<file path="src/logic/flash_status_pkg.sv">
// Status register layout, opcodes, states and opcode class helpers
package flash_status_pkg;

    // ----------------------------------------------------------------
    // Register layout and carriers
    // ----------------------------------------------------------------
    // Field order gives the bit positions, lock on top, busy at bit 0
    typedef struct packed {
        logic status_lock_bit;
        logic quad_enable;
        logic [3:0] block_protect;
        logic write_enable_latch;
        logic busy_flag;
    } status_s;

    // Accepted instruction handed to the array engine
    typedef struct packed {
        logic valid;
        logic [7:0] code;
    } cmd_s;

    typedef enum logic [2:0] {
        ST_LOAD = 3'b000,
        ST_OPCODE = 3'b001,
        ST_READ_STATUS_CMD = 3'b010,
        ST_WRDATA = 3'b011,
        ST_SKIP = 3'b100
    } state_e;

    localparam status_s STATUS_RESET = 8'h00;
    localparam logic [2:0] LAST_BIT = 3'h7;

    // Pin vector order {wp_n, si, cs_n, sck}; idle is cs_n and wp_n high
    localparam int PIN_COUNT = 4;
    localparam int PIN_SCK = 0;
    localparam int PIN_CS = 1;
    localparam int PIN_SI = 2;
    localparam int PIN_WP = 3;
    localparam logic [3:0] PIN_IDLE = 4'hA;

    // ----------------------------------------------------------------
    // Opcodes
    // ----------------------------------------------------------------
    localparam logic [7:0] CMD_READ_STATUS = 8'h05;
    localparam logic [7:0] CMD_WRITE_ENABLE = 8'h06;
    localparam logic [7:0] CMD_WRITE_DISABLE = 8'h04;
    localparam logic [7:0] CMD_VOL_STATUS_ENABLE = 8'h50;
    localparam logic [7:0] CMD_WRITE_STATUS = 8'h01;
    localparam logic [7:0] CMD_CHIP_ERASE_A = 8'hC7;
    localparam logic [7:0] CMD_CHIP_ERASE_B = 8'h60;
    localparam logic [7:0] CMD_READ_FUNCTION = 8'h48;
    localparam logic [7:0] CMD_READ_EXT_PARAMS = 8'h81;
    localparam logic [7:0] CMD_RESET_ENABLE = 8'h66;
    localparam logic [7:0] CMD_RESET = 8'h99;
    localparam logic [7:0] CMD_SUSPEND_A = 8'h75;
    localparam logic [7:0] CMD_SUSPEND_B = 8'hB0;

    // ----------------------------------------------------------------
    // Opcode classes
    // ----------------------------------------------------------------
    // Write class gated by the latch; C0h and 17h stay outside
    function automatic logic needs_latch(input logic [7:0] code);
        case (code)
            8'h02, 8'h12, 8'h32, 8'h38, 8'h34, 8'h3E: return 1'b1;
            8'hD7, 8'h20, 8'h21, 8'h52, 8'h5C, 8'hD8, 8'hDC,
            8'hC7, 8'h60: return 1'b1;
            8'h01, 8'h42, 8'h65, 8'h63, 8'h85, 8'h83,
            8'h15, 8'h18, 8'hC5: return 1'b1;
            8'h64, 8'h62, 8'hFB, 8'hE1, 8'hFD, 8'hE3, 8'hE4,
            8'h2F, 8'hA6, 8'h91, 8'h7E, 8'h98, 8'hE8: return 1'b1;
            8'h43, 8'h4A, 8'hB5: return 1'b1;
            default: return 1'b0;
        endcase
    endfunction : needs_latch

    // Program and erase, the operations that may be suspended
    function automatic logic is_prog_erase(input logic [7:0] code);
        case (code)
            8'h02, 8'h12, 8'h32, 8'h38, 8'h34, 8'h3E, 8'hD7, 8'h20, 8'h21,
            8'h52, 8'h5C, 8'hD8, 8'hDC, 8'hC7, 8'h60, 8'h64, 8'h62: return 1'b1;
            default: return 1'b0;
        endcase
    endfunction : is_prog_erase

    // Long operations that hold busy; volatile writes finish at once
    function automatic logic is_busy_op(input logic [7:0] code);
        case (code)
            8'h42, 8'h65, 8'h85, 8'h15, 8'h18, 8'hFD, 8'hE3, 8'hE4,
            8'h2F, 8'hA6, 8'h91, 8'h7E, 8'h98, 8'hE8, 8'h43, 8'hB5: return 1'b1;
            default: return is_prog_erase(code);
        endcase
    endfunction : is_busy_op

    // Reads and resets still served while busy
    function automatic logic busy_ok(input logic [7:0] code);
        case (code)
            CMD_READ_STATUS, CMD_READ_FUNCTION, CMD_READ_EXT_PARAMS,
            CMD_RESET_ENABLE, CMD_RESET: return 1'b1;
            default: return 1'b0;
        endcase
    endfunction : busy_ok

endpackage : flash_status_pkg

</file>
<file path="src/logic/pin_sync.sv">
// Two-flop synchronisers for the serial pins
`timescale 1ns/1ns
module pin_sync #(
    parameter int W = 4,
    parameter logic [W-1:0] IDLE = '0
) (
    input wire logic clk,
    input wire logic reset_n,
    input wire logic [W-1:0] pin_in,
    output logic [W-1:0] pin_out
);

    // ----------------------------------------------------------------
    // One chain per pin
    // ----------------------------------------------------------------
    genvar i;
    generate
        for (i = 0; i < W; i = i + 1)
        begin : g_bit
            logic meta_r;
            logic hold_r;
            // First stage feeds only the second
            always_ff @(posedge clk or negedge reset_n)
            begin
                if (!reset_n)
                begin
                    meta_r <= IDLE[i];
                    hold_r <= IDLE[i];
                end
                else
                begin
                    meta_r <= pin_in[i];
                    hold_r <= meta_r;
                end
            end
            assign pin_out[i] = hold_r;
        end
    endgenerate

endmodule : pin_sync

</file>
<file path="src/logic/flash_status_write_enable_logic.sv">
// Status register pair and write enable gating of the serial flash
`timescale 1ns/1ns
// Notes on behaviour
// - Continued status read repeats the register byte until chip select rises.
// - Volatile copy loads from the non-volatile copy at power-up.
// - Status read returns the volatile copy only.
// - Layout: lock 7, quad 6, protect 5..2, latch 1, busy 0; all reset 0.
// - Busy is read-only, high during long operations, low when they end.
// - While busy, only register reads and resets are accepted.
// - Suspend is also accepted during program or erase.
// - Latch low blocks the write class; latch high allows it.
// - Write enable sets the latch; host sends it before writes.
// - Latch is set only by write enable; write disable and operation end clear it.
// - Volatile enable does not set the latch.
// - Write disable clears the latch.
// - Latch clears when a register write, program or erase completes. Volatile register writes, which never set busy, leave it set.
// - Status write updates protect, quad and lock in the volatile copy, and in the non-volatile copy unless volatile-enabled.
// - Page program codes need the latch.
// - Sector, block and chip erase codes need the latch.
// - Register write codes need the latch.
// - Info row, lock, protection, gang and password codes need the latch.
// - Training pattern and error correction writes need the latch.
// - Protect bits mark blocks protected; quad bit enables quad data. Here protect only blocks chip erase, and quad drives nothing.
// - Lock bit high marks the status register write-protected.
// - Lock high with write-protect low ignores the status write.
// - Volatile read-parameter and bank-address codes skip the latch. Only C0h and 17h skip it here; 63h, 83h and C5h need the latch.
// - Chip erase is ignored unless all protect bits are zero.
module flash_status_write_enable_logic (
    input wire logic clk,
    input wire logic reset_n,
    input wire logic sck,
    input wire logic cs_n,
    input wire logic si,
    input wire logic wp_n,
    input wire logic op_done,
    output logic so,
    output logic so_oe_n,
    output flash_status_pkg::cmd_s cmd,
    output flash_status_pkg::status_s status
);
    import flash_status_pkg::*;

    // ----------------------------------------------------------------
    // Pin synchronisation and edge detection
    // ----------------------------------------------------------------
    logic [PIN_COUNT-1:0] pins_raw;
    logic [PIN_COUNT-1:0] pins_s;
    logic sck_s;
    logic cs_n_s;
    logic si_s;
    logic wp_n_s;
    assign pins_raw = {wp_n, si, cs_n, sck};
    pin_sync #(.W(PIN_COUNT), .IDLE(PIN_IDLE)) u_pin_sync (
        .clk(clk),
        .reset_n(reset_n),
        .pin_in(pins_raw),
        .pin_out(pins_s)
    );
    assign sck_s = pins_s[PIN_SCK];
    assign cs_n_s = pins_s[PIN_CS];
    assign si_s = pins_s[PIN_SI];
    assign wp_n_s = pins_s[PIN_WP];

    logic sck_prev_r;
    logic cs_prev_r;
    logic sck_rise;
    logic sck_fall;
    logic frame_end;

    // Serial clock passes two synchroniser flops, so edges are found two cycles late
    assign sck_rise = sck_s & ~sck_prev_r & ~cs_n_s;
    assign sck_fall = ~sck_s & sck_prev_r & ~cs_n_s;
    assign frame_end = cs_n_s & ~cs_prev_r;

    // ----------------------------------------------------------------
    // Control state
    // ----------------------------------------------------------------
    state_e state_r;
    state_e state_nxt;
    logic [7:0] shift_r;
    logic [7:0] shift_nxt;
    logic [2:0] bit_cnt_r;
    logic [2:0] bit_cnt_nxt;
    logic [7:0] tx_r;
    logic [7:0] tx_nxt;
    logic [7:0] wr_data_r;
    logic [7:0] wr_data_nxt;
    status_s vol_r;
    status_s vol_nxt;
    status_s nv_r;
    status_s nv_nxt;
    logic vol_arm_r;
    logic vol_arm_nxt;
    logic write_status_cmd_pend_r;
    logic write_status_cmd_pend_nxt;
    logic write_status_cmd_vol_r;
    logic write_status_cmd_vol_nxt;
    logic op_pend_r;
    logic op_pend_nxt;
    logic pe_pend_r;
    logic pe_pend_nxt;
    logic pe_run_r;
    logic pe_run_nxt;
    logic so_r;
    logic so_nxt;
    logic so_oe_n_r;
    logic so_oe_n_nxt;
    cmd_s cmd_r;
    cmd_s cmd_nxt;
    logic [7:0] code;
    logic byte_done;
    logic accept;
    logic latch_ok;
    logic locked;
    assign code = {shift_r[6:0], si_s};
    assign byte_done = sck_rise && (bit_cnt_r == LAST_BIT);
    // Hardware protection needs both the lock bit and the pin low
    assign locked = vol_r.status_lock_bit && !wp_n_s;
    // Busy admits reads, resets and, during program or erase, suspend
    assign accept = !vol_r.busy_flag || busy_ok(code)
        || (pe_run_r && (code == CMD_SUSPEND_A || code == CMD_SUSPEND_B));
    // A volatile status write is armed by its own enable, not the latch
    assign latch_ok = !needs_latch(code) || vol_r.write_enable_latch
        || (code == CMD_WRITE_STATUS && vol_arm_r);

    // Next-state logic for the whole frame decoder and status pair
    always_comb
    begin
        state_nxt = state_r;
        shift_nxt = shift_r;
        bit_cnt_nxt = bit_cnt_r;
        tx_nxt = tx_r;
        wr_data_nxt = wr_data_r;
        vol_nxt = vol_r;
        nv_nxt = nv_r;
        vol_arm_nxt = vol_arm_r;
        write_status_cmd_pend_nxt = write_status_cmd_pend_r;
        write_status_cmd_vol_nxt = write_status_cmd_vol_r;
        op_pend_nxt = op_pend_r;
        pe_pend_nxt = pe_pend_r;
        pe_run_nxt = pe_run_r;
        so_nxt = so_r;
        so_oe_n_nxt = so_oe_n_r;
        cmd_nxt = '{valid: 1'b0, code: cmd_r.code};
        // Operation end from the array engine, success or not
        if (op_done && vol_r.busy_flag)
        begin
            vol_nxt.busy_flag = 1'b0;
            vol_nxt.write_enable_latch = 1'b0;
            pe_run_nxt = 1'b0;
        end
        if (state_r == ST_LOAD)
        begin
            vol_nxt = nv_r;
            state_nxt = ST_OPCODE;
        end
        else if (cs_n_s)
        begin
            // Idle between frames; the output is released
            state_nxt = ST_OPCODE;
            bit_cnt_nxt = 3'h0;
            so_oe_n_nxt = 1'b1;
            if (frame_end && write_status_cmd_pend_r)
            begin
                // Busy and latch bits are never taken from the data
                vol_nxt.status_lock_bit = wr_data_r[7];
                vol_nxt.quad_enable = wr_data_r[6];
                vol_nxt.block_protect = wr_data_r[5:2];
                if (!write_status_cmd_vol_r)
                begin
                    nv_nxt.status_lock_bit = wr_data_r[7];
                    nv_nxt.quad_enable = wr_data_r[6];
                    nv_nxt.block_protect = wr_data_r[5:2];
                    vol_nxt.busy_flag = 1'b1;
                    pe_run_nxt = 1'b0;
                end
            end
            // Long operations start when the frame closes; set beats done
            if (frame_end && op_pend_r)
            begin
                vol_nxt.busy_flag = 1'b1;
                pe_run_nxt = pe_pend_r;
            end
            if (frame_end)
            begin
                write_status_cmd_pend_nxt = 1'b0;
                op_pend_nxt = 1'b0;
                pe_pend_nxt = 1'b0;
            end
        end
        else
        begin
            if (sck_rise)
            begin
                shift_nxt = code;
                bit_cnt_nxt = bit_cnt_r + 3'h1;
            end
            case (state_r)
                ST_OPCODE:
                begin
                    if (byte_done)
                    begin
                        // Volatile enable lasts only to the next opcode
                        vol_arm_nxt = 1'b0;
                        state_nxt = ST_SKIP;
                        if (accept && latch_ok
                            && !((code == CMD_CHIP_ERASE_A || code == CMD_CHIP_ERASE_B)
                                 && vol_r.block_protect != 4'h0)
                            && !(code == CMD_WRITE_STATUS && locked))
                        begin
                            cmd_nxt = '{valid: 1'b1, code: code};
                            case (code)
                                CMD_READ_STATUS:
                                begin
                                    state_nxt = ST_READ_STATUS_CMD;
                                    tx_nxt = vol_r;
                                end
                                CMD_WRITE_ENABLE: vol_nxt.write_enable_latch = 1'b1;
                                CMD_WRITE_DISABLE: vol_nxt.write_enable_latch = 1'b0;
                                CMD_VOL_STATUS_ENABLE: vol_arm_nxt = 1'b1;
                                CMD_WRITE_STATUS:
                                begin
                                    state_nxt = ST_WRDATA;
                                    write_status_cmd_vol_nxt = vol_arm_r;
                                end
                                default:
                                begin
                                    op_pend_nxt = is_busy_op(code);
                                    pe_pend_nxt = is_prog_erase(code);
                                end
                            endcase
                        end
                    end
                end
                ST_READ_STATUS_CMD:
                begin
                    // Mode 0: shift out on the falling edge
                    so_oe_n_nxt = 1'b0;
                    if (sck_fall)
                    begin
                        so_nxt = tx_r[7];
                        tx_nxt = {tx_r[6:0], 1'b0};
                    end
                    // Each new byte reloads the current volatile value
                    if (byte_done)
                        tx_nxt = vol_r;
                end
                ST_WRDATA:
                begin
                    // Only a complete data byte is applied at frame end
                    if (byte_done)
                    begin
                        wr_data_nxt = code;
                        write_status_cmd_pend_nxt = 1'b1;
                        state_nxt = ST_SKIP;
                    end
                end
                ST_SKIP: state_nxt = ST_SKIP;
                default: state_nxt = ST_OPCODE;
            endcase
        end
    end

    // Registers of the decoder; the non-volatile copy models factory zero
    always_ff @(posedge clk or negedge reset_n)
    begin
        if (!reset_n)
        begin
            state_r <= ST_LOAD;
            sck_prev_r <= 1'b0; // Idle levels, so no false edge after reset
            cs_prev_r <= 1'b1;
            shift_r <= 8'h00;
            bit_cnt_r <= 3'h0;
            tx_r <= 8'h00;
            wr_data_r <= 8'h00;
            vol_r <= STATUS_RESET;
            nv_r <= STATUS_RESET;
            vol_arm_r <= 1'b0;
            write_status_cmd_pend_r <= 1'b0;
            write_status_cmd_vol_r <= 1'b0;
            op_pend_r <= 1'b0;
            pe_pend_r <= 1'b0;
            pe_run_r <= 1'b0;
            so_r <= 1'b0;
            so_oe_n_r <= 1'b1;
            cmd_r <= '0;
        end
        else
        begin
            state_r <= state_nxt;
            sck_prev_r <= sck_s;
            cs_prev_r <= cs_n_s;
            shift_r <= shift_nxt;
            bit_cnt_r <= bit_cnt_nxt;
            tx_r <= tx_nxt;
            wr_data_r <= wr_data_nxt;
            vol_r <= vol_nxt;
            nv_r <= nv_nxt;
            vol_arm_r <= vol_arm_nxt;
            write_status_cmd_pend_r <= write_status_cmd_pend_nxt;
            write_status_cmd_vol_r <= write_status_cmd_vol_nxt;
            op_pend_r <= op_pend_nxt;
            pe_pend_r <= pe_pend_nxt;
            pe_run_r <= pe_run_nxt;
            so_r <= so_nxt;
            so_oe_n_r <= so_oe_n_nxt;
            cmd_r <= cmd_nxt;
        end
    end

    // ----------------------------------------------------------------
    // Outputs, all straight from flops
    // ----------------------------------------------------------------
    assign so = so_r;
    assign so_oe_n = so_oe_n_r;
    assign cmd = cmd_r;
    assign status = vol_r;
endmodule : flash_status_write_enable_logic

</file>
<file path="config.mk">
export PLATFORM = sky130hd
export DESIGN_NAME = flash_status_write_enable_logic
export DESIGN_NICKNAME = d
export VERILOG_FILES = /design/src/logic/flash_status_pkg.sv /design/src/logic/pin_sync.sv /design/src/logic/flash_status_write_enable_logic.sv
export SDC_FILE = /design/constraint.sdc
export NUM_CORES = 1
export LEC_CHECK = 0
export ABC_AREA = 1
export ABC_CLOCK_PERIOD_IN_PS = 2630
export CORE_UTILIZATION = 62
export DETAILED_ROUTE_END_ITERATION = 6
export DONT_BUFFER_PORTS = 1
export PLACE_DENSITY = 0.87
export SETUP_SLACK_MARGIN = 0.3
export SLEW_MARGIN = 20
export SYNTH_ARGS = -nofsm -noshare
export SYNTH_HDL_FRONTEND = slang
export SYNTH_SLANG_ARGS = --single-unit
</file>
<file path="constraint.sdc">
create_clock -name clk -period 2.63 [get_ports clk]
set_clock_uncertainty 0.1 [all_clocks]
set_input_delay 0.3945 -clock clk [delete_from_list [all_inputs] [get_ports clk]]
set_output_delay 0.3945 -clock clk [all_outputs]
set_load 0.02 [all_outputs]
</file>
Word-level counts from Yosys, hierarchy flattened

Cells that the tools add are included.

Eq/ne operators: 64
$lt $le $gt $ge: 0
Reductions and logical operators: 53
Add/sub/neg operators: 1
Bitwise operators: 11
Shift-type cells: 0
$mul: 0
Divide/modulo/power cells: 0
Multiplexer cells: 61

Operators by type and width:

| cell                                                             | count |
|---|---|
| 8-bit == test (second input constant)                            | 20 |
| 8-bit by 7-bit == test with 1-bit output (second input constant) | 15 |
| 8-bit by 6-bit == test with 1-bit output (second input constant) | 7 |
| 8-bit 2-to-1 mux                                                 | 6 |
| 9-bit 2-to-1 mux                                                 | 5 |
| 40-bit OR reduction                                              | 1 |
| 1-bit 2-to-1 mux                                                 | 36 |
| 8-bit by 3-bit == test with 1-bit output (second input constant) | 3 |
| 8-bit by 5-bit == test with 1-bit output (second input constant) | 3 |
| 3-bit 2-to-1 mux                                                 | 7 |
| 4-bit AND reduction                                              | 5 |
| 2-bit nonzero test                                               | 9 |
| 17-bit OR reduction                                              | 1 |
| 8-bit case mux with 2 select lines                               | 1 |
| 16-bit OR reduction                                              | 1 |
| 1-bit logical AND                                                | 12 |
| 6-bit 2-to-1 mux                                                 | 2 |
| 3-bit case mux with 4 select lines                               | 1 |
| 6-bit AND reduction                                              | 2 |
| 5-bit OR reduction                                               | 2 |
| 8-bit by 1-bit == test with 1-bit output (second input constant) | 1 |
| 8-bit by 2-bit == test with 1-bit output (second input constant) | 1 |
| 2-bit != test (second input constant)                            | 4 |
| 4-bit by 3-bit != test with 1-bit output (second input constant) | 2 |
| other kinds (20)                                                 | 43 |

Bits in read-only memories: 0
Memories: 0
RAM bits: 0
Output and inout bits: 19
Bits in registers: 70
Latch bits: 0
Word-level logic and storage cells: 223

Longest topological paths before layout

Word-level depth: 14
Gate-level depth with buffers: 17
Depth with buffers taken out: 16

Hierarchy

Synthesis repeated with hierarchy kept, for this count alone.

Cell total of the unflattened synthesis: 474
Area, all modules: 3523.4 um^2

Modules (own cells, without submodules):

| module                          | times used | area an instance (um^2) | cells an instance |
|---|---|---|---|
| flash_status_write_enable_logic | 1          | 3288.2                  | 462 |
| pin_sync                        | 1          | 235.2                   | 12 |

Worst setup path before layout

Ideal clock, no wire load.

Kind: register to register
From: reg shift_r[5]
To: reg state_r[2]
Library setup time: 0.120 ns
Arrival: 1.780 ns
Stages on the path, launching flop included: 14
Period minus slack after synthesis: 2.000 ns
Buffers on the path: 0
Path slack: 0.630 ns
Cell sequence: dfrtp_1 inv_1 nand2_1 nor2_1 inv_1 nor2_1 nor2_1 nand4_1 nand2_1 inv_1 nand2_2 or2_2 o21ai_0 inv_1

Longest elaborated chain between the ends: 14
Elaborated cells between the ends (all ways): 73

RTL lines:

| element                                                                | line                                   | RTL |
|---|---|---|
| from (decl)                                                            | flash_status_write_enable_logic.sv:80  | `logic [7:0] shift_r;` |
| from (signal assigned)                                                 | flash_status_write_enable_logic.sv:293 | `shift_r <= shift_nxt;` |
| 8-bit by 1-bit == test with 1-bit output, or another cell as far along | n/a                                    |  |
| 40-bit OR reduction (no source line)                                   | n/a                                    |  |
| 1-bit 2-to-1 mux                                                       | flash_status_pkg.sv:63                 | `case (code)` |
| 1-bit logical NOT                                                      | flash_status_write_enable_logic.sv:123 | `assign latch_ok = !needs_latch(code) \|\| vol_r.write_enable_latch` |
| 1-bit logical OR                                                       | flash_status_write_enable_logic.sv:123 |  |
| 1-bit logical OR                                                       | flash_status_write_enable_logic.sv:124 | `\|\| (code == CMD_WRITE_STATUS && vol_arm_r);` |
| 1-bit logical AND                                                      | flash_status_write_enable_logic.sv:206 | `if (accept && latch_ok` |
| 1-bit logical AND                                                      | flash_status_write_enable_logic.sv:207 | `&& !((code == CMD_CHIP_ERASE_A \|\| code == CMD_CHIP_ERASE_B)` |
| 1-bit logical AND                                                      | flash_status_write_enable_logic.sv:209 | `&& !(code == CMD_WRITE_STATUS && locked))` |
| 3-bit 2-to-1 mux *                                                     | flash_status_write_enable_logic.sv:206 |  |
| 3-bit 2-to-1 mux *                                                     | flash_status_write_enable_logic.sv:201 | `if (byte_done)` |
| 3-bit case mux with 4 select lines *                                   | flash_status_write_enable_logic.sv:198 | `case (state_r)` |
| 3-bit 2-to-1 mux *                                                     | flash_status_write_enable_logic.sv:157 | `else if (cs_n_s)` |
| 3-bit 2-to-1 mux *                                                     | flash_status_write_enable_logic.sv:152 | `if (state_r == ST_LOAD)` |
| to (signal assigned)                                                   | flash_status_write_enable_logic.sv:290 | `state_r <= state_nxt;` |
| to (decl)                                                              | flash_status_write_enable_logic.sv:78  | `state_e state_r;` |

Every way passes the cells marked *; elsewhere a longest branch is shown, timed or not. The select of a mux whose other input is x is not followed.
A chain may end at the register's enable or synchronous reset.

Worst setup path after layout

From: reg shift_r[0]
To: reg cmd_r (netlist bit cmd[0])

Longest elaborated chain between the ends: 10
Elaborated cells between the ends (all ways): 68

RTL lines:

| element                                                                | line                                                                                                   | RTL |
|---|---|---|
| 8-bit by 1-bit == test with 1-bit output, or another cell as far along | flash_status_pkg.sv:63, flash_status_write_enable_logic.sv:124, flash_status_write_enable_logic.sv:209 |  |
| 40-bit OR reduction (no source line)                                   | n/a                                                                                                    |  |
| 1-bit 2-to-1 mux                                                       | flash_status_pkg.sv:63                                                                                 |  |
| 1-bit logical NOT                                                      | flash_status_write_enable_logic.sv:123                                                                 |  |
| 1-bit logical OR                                                       | flash_status_write_enable_logic.sv:123                                                                 |  |
| 1-bit logical OR                                                       | flash_status_write_enable_logic.sv:124                                                                 |  |
| 1-bit logical AND                                                      | flash_status_write_enable_logic.sv:206                                                                 |  |
| 1-bit logical AND                                                      | flash_status_write_enable_logic.sv:207                                                                 |  |
| 1-bit logical AND *                                                    | flash_status_write_enable_logic.sv:209                                                                 |  |
| 5-bit AND reduction (no source line) *                                 | n/a                                                                                                    |  |
| to (signal assigned)                                                   | flash_status_write_enable_logic.sv:307                                                                 | `cmd_r <= cmd_nxt;` |
| to (decl)                                                              | flash_status_write_enable_logic.sv:108                                                                 | `cmd_s cmd_r;` |

Every way passes the cells marked *; elsewhere a longest branch is shown, timed or not.

==> results.toml <==
[run_status]
outcome = "complete, no violations"

[critical_path]
crit_required_ns = 2.76
worst_setup_path_end_kind = "flip-flop"
critical_path_arrival_ns = 2.33
crit_type = "reg -> reg"
critical_path_peak_fanout = 18
worst_setup_path_start_kind = "flip-flop"

[die]
dieWidth_um = 77.4
floorplan.initialDensity_pct = 64.0
dieArea_sq_mm = 0.00599
die_h_um = 77.4
rows = 27
core_area_sq_mm = 0.00551
ioPinCount = 26

[timing]
slew-limit-headroom_pct = 63.8
rsz_0062_raised_after_global_routing = "true"
fin_crit_sh_pct = 83.7
worst-slew-pin-transition_ns = 0.538
timing.final.max_slew_violations = 0
setup_viol = 0
hold_viol_final = 0
fin_tns_setup_ns = 0
peak_freq_ghz = 0.454
final_period_minus_worst_setup_slack_ns = 2.20

[finish]
drive_above_1_share_pct = 16.1
area.growth.synth_to_final_pct = 13.1
layout.cells.most_common_list = "sky130_fd_sc_hd__nand2_1 (133), sky130_fd_sc_hd__nor2_1 (65), sky130_fd_sc_hd__dfrtp_1 (55), sky130_fd_sc_hd__o21ai_0 (53), sky130_fd_sc_hd__inv_1 (48)"
most_frequent_standard_cell_in_the_layout_excluding_fill_and_tap_cells = "sky130_fd_sc_hd__nand2_1"
inserted_diodes = 0
final_net_count = 494

[route]
drt_drc_violations_left = 0
detailedRoute.firstIterationViolations = 222
detail_route.wl_per_cell_um = 15.3
route.final.wire_length_um = 8590
vias_per_cell = 5.78
drt_pass1_iterations = 7
ant_nets = 0
routed-via-count = 3249

[placed_design]
post-dp-hpwl_um = 6040
place.port_buffers = 0
finalWeightedCongestion = 1.00

[grt]
total_routing_usage_gr_pct = 31.5
grt_first_pass_wirelength_um = 14400
number_of_antenna_violations_at_the_first_check_in_global_routing = 0
grt.overflow.total = 0
grt_pass1_vias = 3038
grt_max_degree = 69

[synthesis]
synth_simple_gate_area_share_pct = 30.3
seq_area_frac_synth_pct = 48.5
syn_nets = 479
ys_types = 34
ys_warn_count = 0
avgSynthCellArea_sq_um = 7.50
synth_fa_ha_area_share_pct = 0.710
synth_cells = 470
synth.cell_area_sq_mm = 0.00352
synth-compound-area-share_pct = 13.0
yosys-mux-area-fraction_pct = 0.319
yosys.area_share.xor_xnor_pct = 0
synth_top_family_by_area = "simple AND/OR/NAND/NOR gates"
synthesized_flop_and_latch_total = 68

[worst_hold_path]
hold_class = "in -> reg"

[cts]
clk_pin_slew_worst_paths_ns = 0.07
number_of_clock_sinks = 68
tritoncts.num_buffers = 9
clock_tree.root_cell = "sky130_fd_sc_hd__clkbuf_8"
cts_tree = "yes"
cts_max_path_buffers = 2
cts_max_level = 3
clock_insertion_delay_at_the_later_pin_of_the_skew_report_ns = 0.34

[power_and_ir_drop]
power_mw = 3.77
p_leak_nw = 1.93
powerDensity_mw_per_mm2 = 947
ir_worst_vdd_mv = 0.548

[flow_run]
cap_viol_max_count = 0
[stage by stage]
step,util (%),std cells,hold slack [ns],cell area [sq um],worst slack [ns]
floorplan,-,470,-0.00109,3520,0.630
global placement,65.2,536,0.000173,3590,0.256
detailed placement,65.2,536,0.0000880,3590,0.238
CTS,70.6,558,0.136,3890,0.306
global route,72.4,562,0.163,3990,0.268
finish,72.4,562,0.139,3990,0.428
[final cells by class]
cell class | instances | area [sq um]
clock buffers | 12 | 145
well taps | 72 | 90.1
multi-input cells | 338 | 1630
clock inverters | 4 | 72.6
fillers | 419 | 1520
repair buffers | 11 | 115
inverters | 57 | 219
flip-flops and latches | 68 | 1720
[power by group]
part           internal, mW  switching, mW
clock network         0.559          0.388
registers              1.25          0.256
logic                 0.395          0.926
[worst max-delay path, stage by stage (launching register included)]
cell and delay, ns:
sky130_fd_sc_hd__dfrtp_2 0.44, sky130_fd_sc_hd__buf_4 0.14, sky130_fd_sc_hd__nand2_1 0.10, sky130_fd_sc_hd__nor2_1 0.07, sky130_fd_sc_hd__o21ai_0 0.19, sky130_fd_sc_hd__nand2_1 0.07
sky130_fd_sc_hd__nor2_1 0.18, sky130_fd_sc_hd__nand3_2 0.12, sky130_fd_sc_hd__nand2_2 0.11, sky130_fd_sc_hd__nand2_2 0.07, sky130_fd_sc_hd__nor2_4 0.17, sky130_fd_sc_hd__nand2_8 0.14
sky130_fd_sc_hd__nand2_1 0.12, sky130_fd_sc_hd__o21ai_2 0.06
[cells by family (layout without fill, tap and decap cells)]
| kind of cell | Yosys count | count (layout) |
|---|---|---|
| simple gates | 254 | 255 |
| fa+ha+maj | 2 | 2 |
| flops | 68 | 68 |
| buf+inv | 65 | 84 |
| compound gates | 80 | 80 |
| mux | 1 | 1 |
[final timing paths]
kind	slack, ns	cells after the start	endpoint	start
worst max register to register	0.43	13	cmd[0]	shift_r[0]
worst min register to register	0.26	0	u_pin_sync.g_bit[3].hold_r	u_pin_sync.g_bit[3].meta_r
max in group asynchronous	1.60	2	u_pin_sync.g_bit[3].meta_r	reset_n
worst max-delay path	0.43	13	cmd[0]	shift_r[0]
min in group asynchronous	0.52	2	tx_r[5]	reset_n
worst min-delay path	0.14	1	status[0]	op_done
[flip-flops by register name (all words and copies together), names as in the netlist]
register                 cells
cmd                          9
status                       8
tx_r                         8
shift_r                      7
nv_r                         6
wr_data_r                    6
u_pin_sync.g_bit.hold_r      4
u_pin_sync.g_bit.meta_r      4
bit_cnt_r                    3
state_r                      3
cs_prev_r                    1
op_pend_r                    1
pe_pend_r                    1
pe_run_r                     1
sck_prev_r                   1
so                           1
so_oe_n                      1
vol_arm_r                    1
write_status_cmd_pend_r      1
write_status_cmd_vol_r       1
[timing repair]
item	in CTS	in global routing
hold buffers	6	0
pin swaps	0	1
endpoints found under the hold margin	72	0
gates resized for setup	1	28
setup endpoints to repair	12	25
cloned	0	1
setup buffers	0	3
[per-layer routing]
layer	wire (um)	track usage, %	share of wire [%]
met2	4090	51.4	48
met3	593	5.65	6.9
met4	227	11.5	2.6
met5	0	0	0
met1	3670	42.1	43
[cells in the mapped netlist (all sizes together)]
master / number / share of area, %
o211ai: 1 / 0.21
a22oi: 1 / 0.21
a22o: 2 / 0.50
nor2: 74 / 8.4
or2: 1 / 0.18
mux2: 1 / 0.32
dfrtp: 62 / 44
a21oi: 9 / 1.3
inv: 57 / 6.1
nor4: 1 / 0.18
and3: 1 / 0.18
dfstp: 6 / 4.5
buf: 3 / 0.60
ha: 2 / 0.71
o31ai: 1 / 0.21
o311ai: 1 / 0.25
o22ai: 3 / 0.71
nor3: 5 / 0.71
nand2: 147 / 16
a31oi: 1 / 0.18
o21ai: 61 / 9.4
nand3: 13 / 2.1
nand4: 12 / 2.1
clkbuf: 5 / 0.53
Note: power is estimated with default switching activity, not from simulation.
